`src/verilog/csd_pkg.sv`:
```
/*
 * csd_pkg: constants and types for the card space host controller.
 * Assumes a 25 MHz ref_clk and an APB register port with byte offsets.
 */
package csd_pkg;
    // card pin widths and the apb address width
    localparam int CARD_AW = 11;
    localparam int CARD_DW = 16;
    localparam int APB_AW  = 8;

    // own register map, byte offsets, one word each
    localparam logic [7:0] OFS_CTRL    = 8'h00;
    localparam logic [7:0] OFS_ADDR    = 8'h04;
    localparam logic [7:0] OFS_WDATA   = 8'h08;
    localparam logic [7:0] OFS_RDATA   = 8'h0c;
    localparam logic [7:0] OFS_STATUS  = 8'h10;
    localparam logic [7:0] OFS_CFGBASE = 8'h14;

    // control fields
    localparam int CTRL_GO    = 0;
    localparam int CTRL_WRITE = 1;
    localparam int CTRL_ATTR  = 2;
    localparam int CTRL_LANE  = 3;   // two bits
    localparam logic [1:0] LANE_NONE = 2'h0;
    localparam logic [1:0] LANE_LOW  = 2'h1;
    localparam logic [1:0] LANE_HIGH = 2'h2;
    localparam logic [1:0] LANE_WORD = 2'h3;

    // status fields
    localparam int STAT_BUSY    = 0;
    localparam int STAT_DONE    = 1;
    localparam int STAT_REFUSED = 2;

    // configuration register window: four byte registers on even addresses
    localparam logic [CARD_AW-1:0] CFGBASE_RESET = 11'h000;
    localparam logic [CARD_AW-1:0] CFG_WIN_SPAN  = 11'h008;

    // strobe timing, in ns and in ref_clk cycles (least times round up)
    localparam int CLK_NS     = 40;
    localparam int SETUP_NS   = 80;
    localparam int STROBE_NS  = 200;
    localparam int HOLD_NS    = 40;
    localparam int RECOVER_NS = 80;
    localparam int SETUP_CYC   = (SETUP_NS + CLK_NS - 1) / CLK_NS;
    localparam int STROBE_CYC  = (STROBE_NS + CLK_NS - 1) / CLK_NS;
    localparam int HOLD_CYC    = (HOLD_NS + CLK_NS - 1) / CLK_NS;
    localparam int RECOVER_CYC = (RECOVER_NS + CLK_NS - 1) / CLK_NS;
    localparam int CNT_W       = 4;

    typedef enum logic [2:0] {
        CSD_IDLE    = 3'b000,
        CSD_SETUP   = 3'b001,
        CSD_STROBE  = 3'b010,
        CSD_HOLD    = 3'b011,
        CSD_RECOVER = 3'b100
    } csd_state_t;

    // strobe and address pins toward the card, all active low strobes
    typedef struct packed {
        logic               highByteEnableN;
        logic               lowByteEnableN;
        logic               attrSelN;
        logic               outEnN;
        logic               wrStrobeN;
        logic [CARD_AW-1:0] addr;
    } csd_pins_t;

    localparam csd_pins_t PINS_IDLE = '{1'b1, 1'b1, 1'b1, 1'b1, 1'b1, 11'h000};
endpackage : csd_pkg

```
`src/verilog/csd_host_ctrl.sv`:
```
/*
 * csd_host_ctrl: host side controller for a removable card's parallel port.
 * Software loads address, data and a command over APB; the block runs one
 * framed strobe cycle on the card pins and reports the result.
 * Assumes the card answers within the strobe width; no wait pin is used.
 */
// Decided for this implementation: the register offsets and the APB slave port.
// Functional notes
// - attribute read keeps select, output enable low
// - strobes released between consecutive cycles
// - attribute writes only to config registers
// - config base loaded by software, not fixed
`timescale 1ns/1ps
module csd_host_ctrl (
    input  wire logic                        ref_clk,
    input  wire logic                        rst_n,
    input  wire logic                        psel,
    input  wire logic                        penable,
    input  wire logic                        pwrite,
    input  wire logic [csd_pkg::APB_AW-1:0]  paddr,
    input  wire logic [31:0]                 pwdata,
    output logic      [31:0]                 prdata,
    output logic                             pready,
    output logic                             pslverr,
    output csd_pkg::csd_pins_t               cardPins,
    input  wire logic [csd_pkg::CARD_DW-1:0] cardDataIn,
    output logic      [csd_pkg::CARD_DW-1:0] cardDataOut,
    output logic      [1:0]                  cardDataOe
);
    csd_pkg::csd_state_t                   state;
    logic [csd_pkg::CNT_W-1:0]             phaseCnt;
    logic [csd_pkg::CARD_AW-1:0]           addrReg;
    logic [csd_pkg::CARD_DW-1:0]           wdataReg;
    logic [csd_pkg::CARD_DW-1:0]           rdataReg;
    logic [csd_pkg::CARD_AW-1:0]           cfgBase;
    logic                                  cmdWrite;
    logic                                  cmdAttr;
    logic [1:0]                            cmdLane;
    logic                                  doneFlag;
    logic                                  refusedFlag;
    logic [csd_pkg::CARD_DW-1:0]           dataMeta;
    logic [csd_pkg::CARD_DW-1:0]           dataSync;
    logic                                  apbWrite;
    logic                                  apbSetup;
    logic                                  mapped;
    logic                                  goReq;
    logic                                  reqWrite;
    logic                                  reqAttr;
    logic [1:0]                            reqLane;
    logic                                  reqBad;
    logic                                  phaseEnd;
    logic [csd_pkg::CARD_AW-1:0]           cfgOffset;

    // apb decode; slave never stalls
    assign apbWrite = psel & penable & pwrite;
    assign apbSetup = psel & ~penable;
    assign pready   = 1'b1;
    assign mapped   = (paddr == csd_pkg::OFS_CTRL) || (paddr == csd_pkg::OFS_ADDR)
                   || (paddr == csd_pkg::OFS_WDATA) || (paddr == csd_pkg::OFS_RDATA)
                   || (paddr == csd_pkg::OFS_STATUS) || (paddr == csd_pkg::OFS_CFGBASE);
    assign pslverr  = psel & penable & ~mapped;

    // command fields straight from the write data of a go write
    assign goReq    = apbWrite && (paddr == csd_pkg::OFS_CTRL) && pwdata[csd_pkg::CTRL_GO];
    assign reqWrite = pwdata[csd_pkg::CTRL_WRITE];
    assign reqAttr  = pwdata[csd_pkg::CTRL_ATTR];
    assign reqLane  = pwdata[csd_pkg::CTRL_LANE +: 2];

    // offset wraps below cfgBase, so the lower bound is tested apart
    assign cfgOffset = addrReg - cfgBase;

    // refusal check before any pin moves, so a bad access never reaches the card
    always_comb begin
        reqBad = (reqLane == csd_pkg::LANE_NONE);
        if (reqAttr) begin
            if (reqLane == csd_pkg::LANE_HIGH || addrReg[0]) begin
                reqBad = 1'b1;
            end
            // writes outside the config window would hit card info or reserved space
            if (reqWrite && (addrReg < cfgBase || cfgOffset >= csd_pkg::CFG_WIN_SPAN)) begin
                reqBad = 1'b1;
            end
        end
    end

    // apb read data registered in the setup phase
    always_ff @(posedge ref_clk or negedge rst_n) begin
        if (!rst_n) begin
            prdata <= 32'h0000_0000;
        end else if (apbSetup) begin
            unique case (paddr)
                csd_pkg::OFS_CTRL:    prdata <= {27'h0, cmdLane, cmdAttr, cmdWrite, 1'b0};
                csd_pkg::OFS_ADDR:    prdata <= {21'h0, addrReg};
                csd_pkg::OFS_WDATA:   prdata <= {16'h0, wdataReg};
                csd_pkg::OFS_RDATA:   prdata <= {16'h0, rdataReg};
                csd_pkg::OFS_STATUS:  prdata <= {29'h0, refusedFlag, doneFlag,
                                                 state != csd_pkg::CSD_IDLE};
                csd_pkg::OFS_CFGBASE: prdata <= {21'h0, cfgBase};
                default:              prdata <= 32'h0000_0000;
            endcase
        end
    end

    // address, data and config base; locked while a cycle runs
    always_ff @(posedge ref_clk or negedge rst_n) begin
        if (!rst_n) begin
            addrReg  <= '0;
            wdataReg <= '0;
            cfgBase  <= csd_pkg::CFGBASE_RESET;
        end else if (apbWrite && state == csd_pkg::CSD_IDLE) begin
            if (paddr == csd_pkg::OFS_ADDR) begin
                addrReg <= pwdata[csd_pkg::CARD_AW-1:0];
            end
            if (paddr == csd_pkg::OFS_WDATA) begin
                wdataReg <= pwdata[csd_pkg::CARD_DW-1:0];
            end
            if (paddr == csd_pkg::OFS_CFGBASE) begin
                cfgBase <= pwdata[csd_pkg::CARD_AW-1:0];
            end
        end
    end

    // latched command
    always_ff @(posedge ref_clk or negedge rst_n) begin
        if (!rst_n) begin
            cmdWrite <= 1'b0;
            cmdAttr  <= 1'b0;
            cmdLane  <= csd_pkg::LANE_NONE;
        end else if (goReq && state == csd_pkg::CSD_IDLE) begin
            cmdWrite <= reqWrite;
            cmdAttr  <= reqAttr;
            cmdLane  <= reqLane;
        end
    end

    // sticky flags: set beats a write-one clear in the same cycle
    always_ff @(posedge ref_clk or negedge rst_n) begin
        if (!rst_n) begin
            doneFlag    <= 1'b0;
            refusedFlag <= 1'b0;
        end else begin
            if (state == csd_pkg::CSD_RECOVER && phaseEnd) begin
                doneFlag <= 1'b1;
            end else if (apbWrite && paddr == csd_pkg::OFS_STATUS && pwdata[csd_pkg::STAT_DONE]) begin
                doneFlag <= 1'b0;
            end
            // refused rises at the go edge; no pin moves for it
            if (goReq && state == csd_pkg::CSD_IDLE && reqBad) begin
                refusedFlag <= 1'b1;
            end else if (apbWrite && paddr == csd_pkg::OFS_STATUS && pwdata[csd_pkg::STAT_REFUSED]) begin
                refusedFlag <= 1'b0;
            end
        end
    end

    // two-flop synchroniser for the card data pins
    always_ff @(posedge ref_clk or negedge rst_n) begin
        if (!rst_n) begin
            dataMeta <= '0;
            dataSync <= '0;
        end else begin
            // dataMeta may go metastable; nothing else reads it
            dataMeta <= cardDataIn;
            dataSync <= dataMeta;
        end
    end

    // phase length in cycles
    always_comb begin
        // counts rounded up to whole ref_clk periods
        unique case (state)
            csd_pkg::CSD_SETUP:   phaseEnd = (phaseCnt == csd_pkg::CNT_W'(csd_pkg::SETUP_CYC - 1));
            csd_pkg::CSD_STROBE:  phaseEnd = (phaseCnt == csd_pkg::CNT_W'(csd_pkg::STROBE_CYC - 1));
            csd_pkg::CSD_HOLD:    phaseEnd = (phaseCnt == csd_pkg::CNT_W'(csd_pkg::HOLD_CYC - 1));
            csd_pkg::CSD_RECOVER: phaseEnd = (phaseCnt == csd_pkg::CNT_W'(csd_pkg::RECOVER_CYC - 1));
            default:              phaseEnd = 1'b0;
        endcase
    end

    // cycle sequencer: setup, strobe, hold, then a recovery with all pins idle
    always_ff @(posedge ref_clk or negedge rst_n) begin
        if (!rst_n) begin
            state    <= csd_pkg::CSD_IDLE;
            phaseCnt <= '0;
        end else begin
            unique case (state)
                csd_pkg::CSD_IDLE: begin
                    phaseCnt <= '0;
                    // a refused go stays idle
                    if (goReq && !reqBad) begin
                        state <= csd_pkg::CSD_SETUP;
                    end
                end
                csd_pkg::CSD_SETUP: begin
                    phaseCnt <= phaseEnd ? '0 : phaseCnt + 1'b1;
                    if (phaseEnd) begin
                        state <= csd_pkg::CSD_STROBE;
                    end
                end
                csd_pkg::CSD_STROBE: begin
                    phaseCnt <= phaseEnd ? '0 : phaseCnt + 1'b1;
                    if (phaseEnd) begin
                        state <= csd_pkg::CSD_HOLD;
                    end
                end
                csd_pkg::CSD_HOLD: begin
                    phaseCnt <= phaseEnd ? '0 : phaseCnt + 1'b1;
                    if (phaseEnd) begin
                        state <= csd_pkg::CSD_RECOVER;
                    end
                end
                csd_pkg::CSD_RECOVER: begin
                    phaseCnt <= phaseEnd ? '0 : phaseCnt + 1'b1;
                    if (phaseEnd) begin
                        state <= csd_pkg::CSD_IDLE;
                    end
                end
                default: begin
                    state    <= csd_pkg::CSD_IDLE;
                    phaseCnt <= '0;
                end
            endcase
        end
    end

    // read data taken at the last strobe cycle; sync delay is inside the strobe width
    always_ff @(posedge ref_clk or negedge rst_n) begin
        if (!rst_n) begin
            rdataReg <= '0;
        end else if (state == csd_pkg::CSD_STROBE && phaseEnd && !cmdWrite) begin
            if (cmdAttr) begin
                rdataReg <= {8'h00, dataSync[7:0]};
            end else begin
                // high-only reads land in the low byte of RDATA
                unique case (cmdLane)
                    csd_pkg::LANE_HIGH: rdataReg <= {8'h00, dataSync[15:8]};
                    csd_pkg::LANE_WORD: rdataReg <= dataSync;
                    default:            rdataReg <= {8'h00, dataSync[7:0]};
                endcase
            end
        end
    end

    // card pins; outside setup..hold both enables stay high (standby)
    always_ff @(posedge ref_clk or negedge rst_n) begin
        if (!rst_n) begin
            cardPins <= csd_pkg::PINS_IDLE;
        end else if ((state == csd_pkg::CSD_IDLE && goReq && !reqBad)
                     || state == csd_pkg::CSD_SETUP || state == csd_pkg::CSD_STROBE
                     || (state == csd_pkg::CSD_HOLD && !phaseEnd)) begin
            // attribute space always uses the low enable; word mode adds the high one
            cardPins.lowByteEnableN  <= !(state == csd_pkg::CSD_IDLE ? reqLane[0] | reqAttr
                                                                     : cmdLane[0] | cmdAttr);
            cardPins.highByteEnableN <= !(state == csd_pkg::CSD_IDLE ? reqLane[1] : cmdLane[1]);
            cardPins.attrSelN        <= !(state == csd_pkg::CSD_IDLE ? reqAttr : cmdAttr);
            // word access puts A0 low so the even byte leads
            cardPins.addr            <= {addrReg[csd_pkg::CARD_AW-1:1],
                                         addrReg[0] & ~((state == csd_pkg::CSD_IDLE ? reqLane : cmdLane)
                                                        == csd_pkg::LANE_WORD)};
            // strobe spans the last setup edge to the last strobe edge
            cardPins.outEnN          <= !(state == csd_pkg::CSD_SETUP && phaseEnd && !cmdWrite
                                          || state == csd_pkg::CSD_STROBE && !(phaseEnd || cmdWrite));
            cardPins.wrStrobeN       <= !(state == csd_pkg::CSD_SETUP && phaseEnd && cmdWrite
                                          || state == csd_pkg::CSD_STROBE && !phaseEnd && cmdWrite);
        end else begin
            cardPins <= csd_pkg::PINS_IDLE;
        end
    end

    // write data lanes; attribute writes drive only the even byte
    always_ff @(posedge ref_clk or negedge rst_n) begin
        if (!rst_n) begin
            cardDataOut <= '0;
            cardDataOe  <= 2'h0;
        end else if (cmdWrite && (state == csd_pkg::CSD_SETUP || state == csd_pkg::CSD_STROBE
                                  || (state == csd_pkg::CSD_HOLD && !phaseEnd))) begin
            if (cmdAttr) begin
                cardDataOut <= {8'h00, wdataReg[7:0]};
                cardDataOe  <= 2'h1;
            end else if (cmdLane == csd_pkg::LANE_HIGH) begin
                cardDataOut <= {wdataReg[7:0], 8'h00};
                cardDataOe  <= 2'h2;
            end else begin
                // one enable bit per byte lane
                cardDataOut <= wdataReg;
                cardDataOe  <= cmdLane;
            end
        end else begin
            cardDataOut <= '0;
            cardDataOe  <= 2'h0;
        end
    end
endmodule : csd_host_ctrl

```
`config.mk`:
```
export PLATFORM = sky130hd
export DESIGN_NAME = csd_host_ctrl
export DESIGN_NICKNAME = d
export VERILOG_FILES = /design/src/verilog/csd_pkg.sv /design/src/verilog/csd_host_ctrl.sv
export SDC_FILE = /design/constraint.sdc
export NUM_CORES = 1
export LEC_CHECK = 0
export BUFFER_PORTS_ARGS = -buffer_cell sky130_fd_sc_hd__buf_4
export CELL_PAD_IN_SITES_DETAIL_PLACEMENT = 0
export CELL_PAD_IN_SITES_GLOBAL_PLACEMENT = 1
export CORE_MARGIN = 2
export CORE_UTILIZATION = 42
export CTS_CLUSTER_DIAMETER = 120
export CTS_CLUSTER_SIZE = 40
export DETAILED_ROUTE_END_ITERATION = 12
export HOLD_SLACK_MARGIN = 0.08
export PLACE_DENSITY = 0.87
export SLEW_MARGIN = 20
export SYNTH_ARGS = -nofsm -noshare
export SYNTH_HDL_FRONTEND = slang
export SYNTH_SLANG_ARGS = --single-unit
```
`constraint.sdc`:
```
create_clock -name ref_clk -period 3.7 [get_ports ref_clk]
set_input_delay 0.185 -clock ref_clk [delete_from_list [all_inputs] [get_ports ref_clk]]
set_output_delay 0.185 -clock ref_clk [all_outputs]
set_load 0.05 [all_outputs]
```
==> results of run 1 <==
-- tightest hold or removal path: cells and delay by family --
family                 cells  cell delay (ns)
AOI/OAI and AO/OA          1             0.11
and+or+nand+nor            2             0.16
buffers and inverters      1             0.13
-- layout make-up --
class	instances	area (um^2)	share of cell area, %
clock buffers	18	429.2	5.007
clock inverters	14	168.9	1.971
inverters	20	75.07	0.8758
multi-input cells	406	2799	32.65
flip-flops and latches	149	3735	43.57
well taps	216	270.3	3.153
repair buffers	134	1095	12.77
-- worst max-delay path by stage --
stage	start	endpoint	slack (ns)	cells after the start
2_1_floorplan	addrReg[5]$_DFFE_PN0P_	cardPins[10]$_DFF_PN0_	1.31	9
3_3_place_gp	addrReg[4]$_DFFE_PN0P_	cardPins[15]$_DFF_PN1_	1.03	7
3_5_place_dp	addrReg[5]$_DFFE_PN0P_	cardPins[13]$_DFF_PN1_	0.92	7
4_1_cts	addrReg[7]$_DFFE_PN0P_	cardPins[15]$_DFF_PN1_	0.89	7
5_1_grt	addrReg[5]$_DFFE_PN0P_	cardPins[15]$_DFF_PN1_	0.66	7
6_report	addrReg[7]$_DFFE_PN0P_	cardPins[15]$_DFF_PN1_	0.90	7
-- registers in the layout (all words and copies together) (netlist names) --
signal,cells
cmdLane,2
dataMeta,16
refusedFlag,1
prdata,16
state,3
phaseCnt,4
cardPins,16
cmdWrite,1
addrReg,11
wdataReg,16
doneFlag,1
cmdAttr,1
rdataReg,16
cardDataOut,16
dataSync,16
cardDataOe,2
cfgBase,11
-- power groups by stage --
stage	sequential [mW]	clock (mW)	combinational, mW
2_1_floorplan	1.70	0	0.143
3_3_place_gp	1.70	0	0.229
3_5_place_dp	1.70	0	0.235
4_1_cts	1.67	1.77	0.263
6_report	1.67	1.74	0.263
5_1_grt	1.68	1.84	0.288
-- cells in the mapped netlist (all sizes together) (7+ instances only) --
master  count  area [um^2]
mux2       43        484.2
a21o       13        97.59
o21ai      38        242.7
dfrtp     144         3603
buf        30        215.2
nand3      10        50.05
and2       22        137.6
ha         13        162.7
a22oi      17        127.6
a41o        9        90.09
mux2i       8        80.08
nor2       28        105.1
nor4        7        65.06
nand2      75        281.5
clkbuf     20        75.07
inv        20        75.07
a21oi      25        125.1
-- per-layer routing --
layer  share of wire [%]  vias up
met1                  43     2467
met4                 2.5        0
li1                    -     2365
met3                 6.3       33
met5                   0        -
met2                  48      183
-- kinds of logic (layout without fill, tap and decap cells) --
kind of cell	after synthesis	count (layout)	share of synthesized area, %
multiplexers	51	51	8.246
other	2	17	0.1098
AND/OR/NAND/NOR	182	182	14.08
XOR/XNOR	5	5	0.6401
AO/OA/AOI/OAI	137	137	14.34
adder cells (fa/ha/maj)	14	14	2.670
buffers and inverters	70	186	5.339
flip-flops	149	149	54.58
-- repair_timing --
item	in CTS	in global routing
endpoints found under the hold margin	170	0
endpoints found under the setup margin	0	0
hold buffers	33	0
-- per-stage QoR --
step | hold slack [ns] | cells | util (%) | total power, mW
floorplan | -0.1106 | 625 | - | 1.842
global placement | 0.2947 | 892 | 48.10 | 1.933
detailed placement | 0.2956 | 892 | 48.10 | 1.940
CTS | 0.1634 | 957 | 53.95 | 3.705
global route | 0.2034 | 957 | 53.96 | 3.801
finish | 0.1809 | 957 | 53.96 | 3.682
==> results_tabular.tex, run 1 <==
\begin{tabular}{lr}
\hline
Metric & Value \\
\hline
\multicolumn{2}{l}{\textbf{Die}} \\
Die Y & around 130 um \\
Area of the core & approximately 0.016 mm\^{}2 \\
I/O pin cnt & between 100 and 150 \\
Site Rows & between 40 and 50 \\
Initial core utilization & between 40\% and 50\% \\
Die Footprint & approximately 0.017 mm\^{}2 \\
Chip width & approximately 130 um \\
\multicolumn{2}{l}{\textbf{Global routing}} \\
Vias in the first global route & just over 5000 \\
Busiest grt layer & met2 \\
GR Overflow Total & 0 \\
Met1 track demand over resource & 25.33\% \\
Met2 routing resource usage after global routing & 31.41\% \\
Met3 global-route usage & under 10\% \\
Wire length of the first global-routing pass & $\sim$27 mm \\
Largest net degree at the start of global routing & 120 \\
Initial antenna violation count & 0 \\
Global-route usage over all layers & 19.64\% \\
\multicolumn{2}{l}{\textbf{Place}} \\
Placement-stage worst setup slack & a little over 0.9 ns \\
Final weighted congestion of routability-driven global placement & between 0.8 and 0.9 \\
Post-placement cell area & between 0.007 and 0.008 mm\^{}2 \\
Quantity of I/O buffers inserted on ports & 95 \\
HPWL after detailed placement & 11.78 mm \\
\multicolumn{2}{l}{\textbf{Timing}} \\
Worst-case setup margin in the final layout & roughly 0.9 ns \\
Slew of the pin with the lowest slew margin & about 1.0 ns \\
Upper clock frequency limit & around 360 MHz \\
Fin crit period & approximately 2.8 ns \\
Setup violations, final & 0 \\
RSZ-0062 raised after global routing & false \\
Worst slew margin relative to its limit & a little under a third \\
Total Negative Setup Slacks & 0 ns \\
Final clock skew & just under 0.009 ns \\
Share of the cycle needed by the critical path after routing & between 70 and 80\% \\
Final number of max-transition violations & 0 \\
Hold Violations, Final & 0 \\
\multicolumn{2}{l}{\textbf{Worst setup path}} \\
CP max-delay cell & o2111a\_1 \\
Cell depth of the worst flop-to-flop path & 7 \\
Cell-by-cell listing of the critical path & ha\_1 > nor2b\_1 > a2111oi\_0 > o211ai\_1 > nor4\_1 > o2111a\_1 > a32oi\_1 \\
Slack of the worst reg-to-reg path & 0.90 ns \\
Critical Path End Type & flip-flop \\
Worst Path Arrival & $\sim$3.1 ns \\
Critical Path Max Stage Delay & approximately 0.64 ns \\
Category of the worst setup path launch point & flip-flop \\
Worst path buffer plus inverter count & 0 \\
Worst setup path category & flip-flop to flip-flop \\
Kind of cell with the highest combined delay on the critical path & compound AO/OA/AOI/OAI gates \\
FF-to-FF Start & addrReg[7]\$\_DFFE\_PN0P\_ \\
Required time reported for the critical path endpoint & 4.02 ns \\
Worst-path maximum fanout & 15 \\
Worst reg2reg endpoint & cardPins[15]\$\_DFF\_PN1\_ \\
\multicolumn{2}{l}{\textbf{Power}} \\
P\_leak & about 4.2 nW \\
Part of the total power dissipated in the clock network & 47.4\% \\
Peak ir drop on the vdd network & approximately 0.00031 V \\
Net switching component of the power & 916.3 uW \\
Fraction of power spent switching nets & approximately 25\% \\
Internal power & between 2 and 3 mW \\
Portion of total power attributed to sequential cells & between 40\% and 50\% \\
Share of power burned in combinational logic & 7.1\% \\
Cell area power density & around 430 mW/mm\^{}2 \\
\multicolumn{2}{l}{\textbf{Layout}} \\
Area overhead of the layout relative to synthesis & 25.27\% \\
Nets & 803 \\
Most common cell after layout, fill and taps aside & dfrtp\_1 \\
Number of inserted diodes & 0 \\
Final instance area & about 0.0086 mm\^{}2 \\
Share of final-layout standard cells stronger than drive strength 1 & around 22\% \\
Most used cells in the layout excluding fill and tap cells & dfrtp\_1, buf\_4, nand2\_1, mux2\_1, dlygate4sd3\_1 \\
Fill cell total of the finished layout & 1370 \\
\multicolumn{2}{l}{\textbf{Clocking}} \\
Post\_cts resized & 0 \\
Buffers from clock root to sink, at most & 2 \\
Insertion delay to the later sink of the worst-skew pair & approximately 0.43 ns \\
CTS tree & built \\
Post-CTS Setup Inserts & 0 \\
Clock sink total & 149 \\
Clk root buf & clkbuf\_16 \\
Number of buffers added by the clock tree synthesis step & 17 \\
Register clock-pin slew on the reported worst setup and hold paths & 0.06 ns \\
Max H-tree Level & 4 \\
\multicolumn{2}{l}{\textbf{Logic synthesis}} \\
Cells after Synth & just over 600 \\
Post-synthesis instance area & roughly 0.0068 mm\^{}2 \\
Average cell area after synthesis & $\sim$11 um\^{}2 \\
Proportion of synthesized chip area in sequential cells & a little over half \\
Number of warnings reported in the yosys synthesis log & 0 \\
Post-synth EDFFs & 0 \\
Cell variety after synth & 67 \\
Register bit total from synthesis & 149 \\
Async S/R FF share, synth & 100.0\% \\
Top\_reg\_cell synth & dfrtp\_1 \\
\multicolumn{2}{l}{\textbf{Status}} \\
Outcome & finished clean \\
\multicolumn{2}{l}{\textbf{Drt}} \\
Number of detailed-routing iterations run before antenna repair & 7 \\
Wire length per cell after detailed routing & about 17 um \\
Antenna violation net count after detailed routing & 0 \\
Remaining design rule violation count & 0 \\
Via count & about 5000 \\
WL final & around 17 mm \\
Drt initial violations & around 450 \\
Vias per cell & around 5.3 \\
\multicolumn{2}{l}{\textbf{Job}} \\
Total of max-cap violations & 0 \\
\multicolumn{2}{l}{\textbf{Hold path}} \\
Worst Hold Launch & paddr[0] \\
Hold-critical path depth & 4 \\
Type of the tightest min-delay check & primary input to flip-flop \\
Terminating pin of the worst hold path & doneFlag\$\_DFFE\_PN0P\_ \\
\hline
\end{tabular}
(Power assumes the default switching activity.)
==> inputs of run 2 (changes only) <==
--- a/config.mk
+++ b/config.mk
@@ -9,12 +9,12 @@
 export CELL_PAD_IN_SITES_DETAIL_PLACEMENT = 0
 export CELL_PAD_IN_SITES_GLOBAL_PLACEMENT = 1
 export CORE_MARGIN = 2
-export CORE_UTILIZATION = 42
+export CORE_UTILIZATION = 39
 export CTS_CLUSTER_DIAMETER = 120
 export CTS_CLUSTER_SIZE = 40
 export DETAILED_ROUTE_END_ITERATION = 12
 export HOLD_SLACK_MARGIN = 0.08
-export PLACE_DENSITY = 0.87
+export PLACE_DENSITY = 0.85
 export SLEW_MARGIN = 20
 export SYNTH_ARGS = -nofsm -noshare
 export SYNTH_HDL_FRONTEND = slang
==> constraint.sdc (replaced) <==
create_clock -name ref_clk -period 2.4 [get_ports ref_clk]
set_input_delay 0.12 -clock ref_clk [delete_from_list [all_inputs] [get_ports ref_clk]]
set_output_delay 0.12 -clock ref_clk [all_outputs]
set_load 0.05 [all_outputs]
==> run 2 against run 1 <==
Against the previous run:
- via count rose by 4.6%
- clock skew grew 0.00051 ns
- non-clock buffer count up 44
- sequential share of layout area shrank 2.3 points
- cell area is 5.6% higher
- hold slack better by 0.048 ns
- power rose by 59%
- combinational power is 75% higher
- routed wire length up 4.9%
- critical path depth fell by 1
- sequential power increased by 54%
- largest cell class unchanged
- highest routed layer unchanged
==> results_tabular.tex, run 2 (synthesized netlist as in run 1, its figures left out) <==
\begin{tabular}{lr}
\hline
Metric & Value \\
\hline
\multicolumn{2}{l}{\textbf{Global routing}} \\
Met3 global-route usage & under 10\% \\
Met2 routing resource usage after global routing & roughly 33\% \\
Wire length of the first global-routing pass & between 20 and 30 mm \\
Global-route usage over all layers & $\sim$19\% \\
Vias in the first global route & between 5000 and 6000 \\
Initial antenna violation count & 0 \\
Busiest grt layer & met2 \\
Largest net degree at the start of global routing & 64 \\
Met1 track demand over resource & between 20 and 25\% \\
GR Overflow Total & 0 \\
\multicolumn{2}{l}{\textbf{Worst setup path}} \\
Category of the worst setup path launch point & flip-flop \\
Worst path buffer plus inverter count & 1 \\
Kind of cell with the highest combined delay on the critical path & simple AND/OR/NAND/NOR gates \\
Worst Path Arrival & about 2.6 ns \\
Worst-path maximum fanout & 16 \\
Critical Path End Type & flip-flop \\
CP max-delay cell & or4b\_4 \\
Worst setup path category & flip-flop to flip-flop \\
Cell-by-cell listing of the critical path & or4b\_4 > nor4b\_4 > nor4\_1 > or4\_4 > clkbuf\_16 > o21ai\_1 \\
Required time reported for the critical path endpoint & between 2 and 3 ns \\
Critical Path Max Stage Delay & approximately 0.58 ns \\
\multicolumn{2}{l}{\textbf{Power}} \\
Post-route total power & between 5 and 6 mW \\
P\_leak & between 4 and 5 nW \\
Cell area power density & $\sim$650 mW/mm\^{}2 \\
Peak ir drop on the vdd network & between 0.0005 and 0.0006 V \\
\multicolumn{2}{l}{\textbf{Clocking}} \\
Register clock-pin slew on the reported worst setup and hold paths & about 0.06 ns \\
Max H-tree Level & 4 \\
Buffers from clock root to sink, at most & 2 \\
Number of buffers added by the clock tree synthesis step & 17 \\
Clock sink total & around 150 \\
CTS tree & built \\
Insertion delay to the later sink of the worst-skew pair & 0.42 ns \\
Clk root buf & clkbuf\_16 \\
\multicolumn{2}{l}{\textbf{Die}} \\
Chip width & $\sim$140 um \\
Area of the core & 0.01724 mm\^{}2 \\
Die Y & around 140 um \\
Initial core utilization & approximately 40\% \\
I/O pin cnt & between 100 and 150 \\
Die Footprint & between 0.015 and 0.02 mm\^{}2 \\
Site Rows & 48 \\
\multicolumn{2}{l}{\textbf{Timing}} \\
Worst slew margin relative to its limit & between 40\% and 50\% \\
RSZ-0062 raised after global routing & true \\
Hold Violations, Final & 0 \\
Final clock skew & roughly 0.0092 ns \\
Share of the cycle needed by the critical path after routing & $\sim$96\% \\
Slew of the pin with the lowest slew margin & between 0.8 and 0.9 ns \\
Upper clock frequency limit & between 400 and 500 MHz \\
Worst-case setup margin in the final layout & 0.1058 ns \\
Fin crit period & between 2 and 2.5 ns \\
Post-Route Hold Slack & 0.2292 ns \\
Setup violations, final & 0 \\
Final number of max-transition violations & 0 \\
\multicolumn{2}{l}{\textbf{Drt}} \\
Vias per cell & about 5.2 \\
Remaining design rule violation count & 0 \\
WL final & 17.32 mm \\
Number of detailed-routing iterations run before antenna repair & 5 \\
Via count & around 5300 \\
Antenna violation net count after detailed routing & 0 \\
Drt initial violations & 389 \\
Wire length per cell after detailed routing & between 15 and 20 um \\
\multicolumn{2}{l}{\textbf{Layout}} \\
Nets & between 800 and 900 \\
Final instance area & slightly above 0.009 mm\^{}2 \\
Most used cells in the layout excluding fill and tap cells & dfrtp\_1, buf\_4, nand2\_1, mux2\_1, dlygate4sd3\_1 \\
Final cell count without fillers & between 1000 and 1500 \\
Share of final-layout standard cells stronger than drive strength 1 & 27.93\% \\
Most common cell after layout, fill and taps aside & dfrtp\_1 \\
Area overhead of the layout relative to synthesis & 32.29\% \\
Number of inserted diodes & 0 \\
\multicolumn{2}{l}{\textbf{Place}} \\
Quantity of I/O buffers inserted on ports & between 90 and 100 \\
HPWL after detailed placement & $\sim$12 mm \\
Final weighted congestion of routability-driven global placement & around 0.89 \\
Post-placement cell area & between 0.008 and 0.009 mm\^{}2 \\
Placement-stage worst setup slack & roughly 0.022 ns \\
Placed Cells incl. Taps & around 940 \\
\multicolumn{2}{l}{\textbf{Job}} \\
Total of max-cap violations & 0 \\
\multicolumn{2}{l}{\textbf{Status}} \\
Outcome & finished clean \\
\multicolumn{2}{l}{\textbf{Hold path}} \\
Type of the tightest min-delay check & primary input to flip-flop \\
\hline
\end{tabular}
-- run 2: final timing paths --
check	start	end	slack, ns	cells past startpoint
hold reg to reg	dataMeta[0]$_DFF_PN0_	dataSync[0]$_DFF_PN0_	0.35	0
setup / recovery	state[1]$_DFFE_PN0P_	rdataReg[0]$_DFFE_PN0P_	0.11	6
min in group asynchronous	rst_n	dataSync[7]$_DFF_PN0_	0.25	2
setup reg to reg	state[1]$_DFFE_PN0P_	rdataReg[0]$_DFFE_PN0P_	0.11	6
max in group asynchronous	rst_n	cardPins[13]$_DFF_PN1_	1.38	3
hold / removal	penable	doneFlag$_DFFE_PN0P_	0.23	4
-- run 2: repair_timing --
item | 4_1_cts | 5_1_grt
hold endpoints to repair | 120 | 0
buffers inserted | 0 | 3
cloned | 0 | 1
resized for setup | 1 | 12
pin swaps | 0 | 5
hold buffers | 33 | 0
setup endpoints to repair | 1 | 32
-- run 2: worst register-to-register path, stage by stage, from the launching register on --
cell	delay, ns
dfrtp_1	0.37
or4b_4	0.58
nor4b_4	0.32
nor4_1	0.10
or4_4	0.48
clkbuf_16	0.22
o21ai_1	0.15
-- run 2: stage by stage --
step                        TNS, ns  util, %
after CTS                         0    51.97
after floorplan                   0        -
after global routing      -0.002236    52.52
after detailed placement          0    46.43
final                             0    52.52
after global placement            0    46.43
-- run 2: layer usage --
layer	routed length [um]	part of all wire, %	up-vias
met5	0	0	-
met4	438	2.5	0
met3	892	5.1	32
met2	8883	51	164
met1	7108	41	2635
li1	-	-	2449
-- run 2: area by class of cell --
class	instances	area, um^2
Tap cell	225	281.5
Sequential cell	149	3735
Multi-Input combinational cell	406	2846
Clock buffer	18	429.2
Fill cell	1475	8184
Timing Repair Buffer	178	1490
Clock inverter	13	195.2
Inverter	20	75.07
-- run 2: report_power, final --
group | internal [mW] | switching, mW | leakage [nW] | total [mW]
Sequential | 2.56 | 0.0244 | 1.97 | 2.58
Clock | 1.75 | 1.07 | 0.294 | 2.82
Combinational | 0.189 | 0.269 | 2.17 | 0.459
Total | 4.50 | 1.36 | 4.43 | 5.86
==> inputs of run 3 (changes only) <==
--- a/config.mk
+++ b/config.mk
@@ -5,7 +5,7 @@
 export SDC_FILE = /design/constraint.sdc
 export NUM_CORES = 1
 export LEC_CHECK = 0
-export BUFFER_PORTS_ARGS = -buffer_cell sky130_fd_sc_hd__buf_4
+export BUFFER_PORTS_ARGS = -buffer_cell sky130_fd_sc_hd__buf_2
 export CELL_PAD_IN_SITES_DETAIL_PLACEMENT = 0
 export CELL_PAD_IN_SITES_GLOBAL_PLACEMENT = 1
 export CORE_MARGIN = 2
==> run 3 against run 2 <==
Against the previous run:
- cell area down 3.6%
- sequential share of layout area up 1.5 points
- clock skew down 0.00055 ns
- power down 4.8%
- sequential power about the same
- global-route usage down 0.14 points
- fmax up 0.12%
==> results_tabular.tex, run 3 (synthesized netlist as in run 1, its figures left out) <==
\begin{tabular}{lr}
\hline
Metric & Value \\
\hline
\multicolumn{2}{l}{\textbf{Layout}} \\
Most common cell after layout, fill and taps aside & dfrtp\_1 \\
Share of final-layout standard cells stronger than drive strength 1 & between 20\% and 30\% \\
Nets & roughly 850 \\
Most used cells in the layout excluding fill and tap cells & dfrtp\_1, buf\_2, nand2\_1, buf\_4, mux2\_1 \\
Final cell count without fillers & a little over 1000 \\
Area overhead of the layout relative to synthesis & 27.56\% \\
\multicolumn{2}{l}{\textbf{Drt}} \\
Drt initial violations & $\sim$260 \\
Via count & between 5000 and 6000 \\
Antenna violation net count after detailed routing & 0 \\
Wire length per cell after detailed routing & around 17 um \\
WL final & 16.74 mm \\
Vias per cell & around 5 \\
Number of detailed-routing iterations run before antenna repair & 7 \\
Remaining design rule violation count & 0 \\
\multicolumn{2}{l}{\textbf{Timing}} \\
Total Negative Setup Slacks & 0 ns \\
Upper clock frequency limit & around 440 MHz \\
Final clock skew & between 0.008 and 0.009 ns \\
Slew of the pin with the lowest slew margin & 0.6574 ns \\
RSZ-0062 raised after global routing & false \\
Hold Violations, Final & 0 \\
Share of the cycle needed by the critical path after routing & 95.47\% \\
Setup violations, final & 0 \\
Final number of max-transition violations & 0 \\
Worst slew margin relative to its limit & 56.17\% \\
Fin crit period & about 2.3 ns \\
\multicolumn{2}{l}{\textbf{Place}} \\
HPWL after detailed placement & roughly 12 mm \\
Placed Cells incl. Taps & between 900 and 1000 \\
Final weighted congestion of routability-driven global placement & 0.8926 \\
Quantity of I/O buffers inserted on ports & 95 \\
\multicolumn{2}{l}{\textbf{Clocking}} \\
Insertion delay to the later sink of the worst-skew pair & 0.43 ns \\
Register clock-pin slew on the reported worst setup and hold paths & 0.06 ns \\
Max H-tree Level & 4 \\
Clock sink total & roughly 150 \\
CTS tree & built \\
Clk root buf & clkbuf\_16 \\
Number of buffers added by the clock tree synthesis step & 17 \\
Buffers from clock root to sink, at most & 2 \\
Post-CTS Setup Inserts & 0 \\
\multicolumn{2}{l}{\textbf{Hold path}} \\
Type of the tightest min-delay check & primary input to async pin \\
\multicolumn{2}{l}{\textbf{Job}} \\
Total of max-cap violations & 0 \\
\multicolumn{2}{l}{\textbf{Die}} \\
Site Rows & 48 \\
Chip width & 136.5 um \\
Die Y & around 140 um \\
Initial core utilization & $\sim$40\% \\
Area of the core & 0.01724 mm\^{}2 \\
I/O pin cnt & about 130 \\
Die Footprint & 0.01862 mm\^{}2 \\
\multicolumn{2}{l}{\textbf{Power}} \\
P\_leak & $\sim$4.3 nW \\
Cell area power density & 638.8 mW/mm\^{}2 \\
Peak ir drop on the vdd network & a little over 0.0007 V \\
Post-route total power & about 5.6 mW \\
\multicolumn{2}{l}{\textbf{Global routing}} \\
Vias in the first global route & slightly above 5000 \\
Initial antenna violation count & 1 \\
Largest net degree at the start of global routing & 63 \\
GR Overflow Total & 0 \\
Wire length of the first global-routing pass & roughly 27 mm \\
Global-route usage over all layers & between 10\% and 20\% \\
\multicolumn{2}{l}{\textbf{Status}} \\
Outcome & finished clean \\
\multicolumn{2}{l}{\textbf{Worst setup path}} \\
Required time reported for the critical path endpoint & $\sim$2.7 ns \\
Critical Path Max Stage Delay & around 0.40 ns \\
Critical Path End Type & flip-flop \\
Worst Path Arrival & 2.60 ns \\
Kind of cell with the highest combined delay on the critical path & compound AO/OA/AOI/OAI gates \\
Category of the worst setup path launch point & flip-flop \\
CP max-delay cell & dfrtp\_1 \\
Worst setup path category & flip-flop to flip-flop \\
Cell-by-cell listing of the critical path & ha\_1 > fa\_2 > nor2b\_1 > o2111ai\_1 > a21oi\_1 > nor4\_1 > o2111a\_2 > buf\_4 > a41o\_1 \\
Worst-path maximum fanout & 5 \\
Worst path buffer plus inverter count & 1 \\
\hline
\end{tabular}
[run 3: layout make-up]
class / instances / area (um^2)
Antenna cell: 2 / 5.005
Clock buffer: 18 / 429.2
Clock inverter: 14 / 141.4
Fill cell: 1542 / 8508
Inverter: 20 / 75.07
Multi-Input combinational cell: 406 / 2808
Sequential cell: 149 / 3736
Tap cell: 225 / 281.5
Timing Repair Buffer: 180 / 1252
[run 3: through the flow]
stage	util, %	instance area, um^2	hold slack, ns	worst slack (ns)
CTS	50.55	8713	0.2260	0.03937
global route	50.62	8726	0.2579	0.002593
detailed placement	45.33	7812	0.1302	0.07843
finish	50.64	8728	0.2214	0.1086
floorplan	-	6899	-0.1756	0.005967
global placement	45.33	7812	0.1295	0.08004
[run 3: worst paths after layout]
kind                                   startpoint  depth (start not counted)  slack, ns                      to
setup / recovery           cfgBase[0]$_DFFE_PN0P_                          9       0.11   cardPins[7]$_DFF_PN0_
hold / removal                              rst_n                          2       0.22   dataMeta[6]$_DFF_PN0_
setup reg to reg           cfgBase[0]$_DFFE_PN0P_                          9       0.11   cardPins[7]$_DFF_PN0_
hold reg to reg             dataMeta[2]$_DFF_PN0_                          0       0.35   dataSync[2]$_DFF_PN0_
max in group asynchronous                   rst_n                          3       1.42  cardPins[15]$_DFF_PN1_
min in group ref_clk                      penable                          4       0.24    doneFlag$_DFFE_PN0P_
[run 3: worst reg2reg max path, cell delays in order (launching register included)]
cell and delay (ns):
dfrtp_1 0.40, ha_1 0.22, fa_2 0.35, nor2b_1 0.12, o2111ai_1 0.12, a21oi_1 0.20, nor4_1 0.08, o2111a_2 0.30
buf_4 0.16, a41o_1 0.24
[run 3: what timing repair did]
item	4_1_cts	5_1_grt
gates resized for setup	0	5
hold buffers	33	0
setup endpoints to repair	0	35
hold endpoints to repair	115	0
[run 3: power by group]
part           total [mW]  switching (mW)  internal (mW)
Sequential           2.58          0.0229           2.56
Combinational       0.434           0.267          0.167
Clock                2.56            1.11           1.45
Total                5.58            1.40           4.18
[run 3: per-layer routing]
layer  GRT usage [%]  wire (um)  part of all wire [%]
met1           24.56       7310                    44
met2           31.19       8212                    49
met3           5.183        900                   5.4
met4           7.523        318                   1.9
met5               0          0                     0
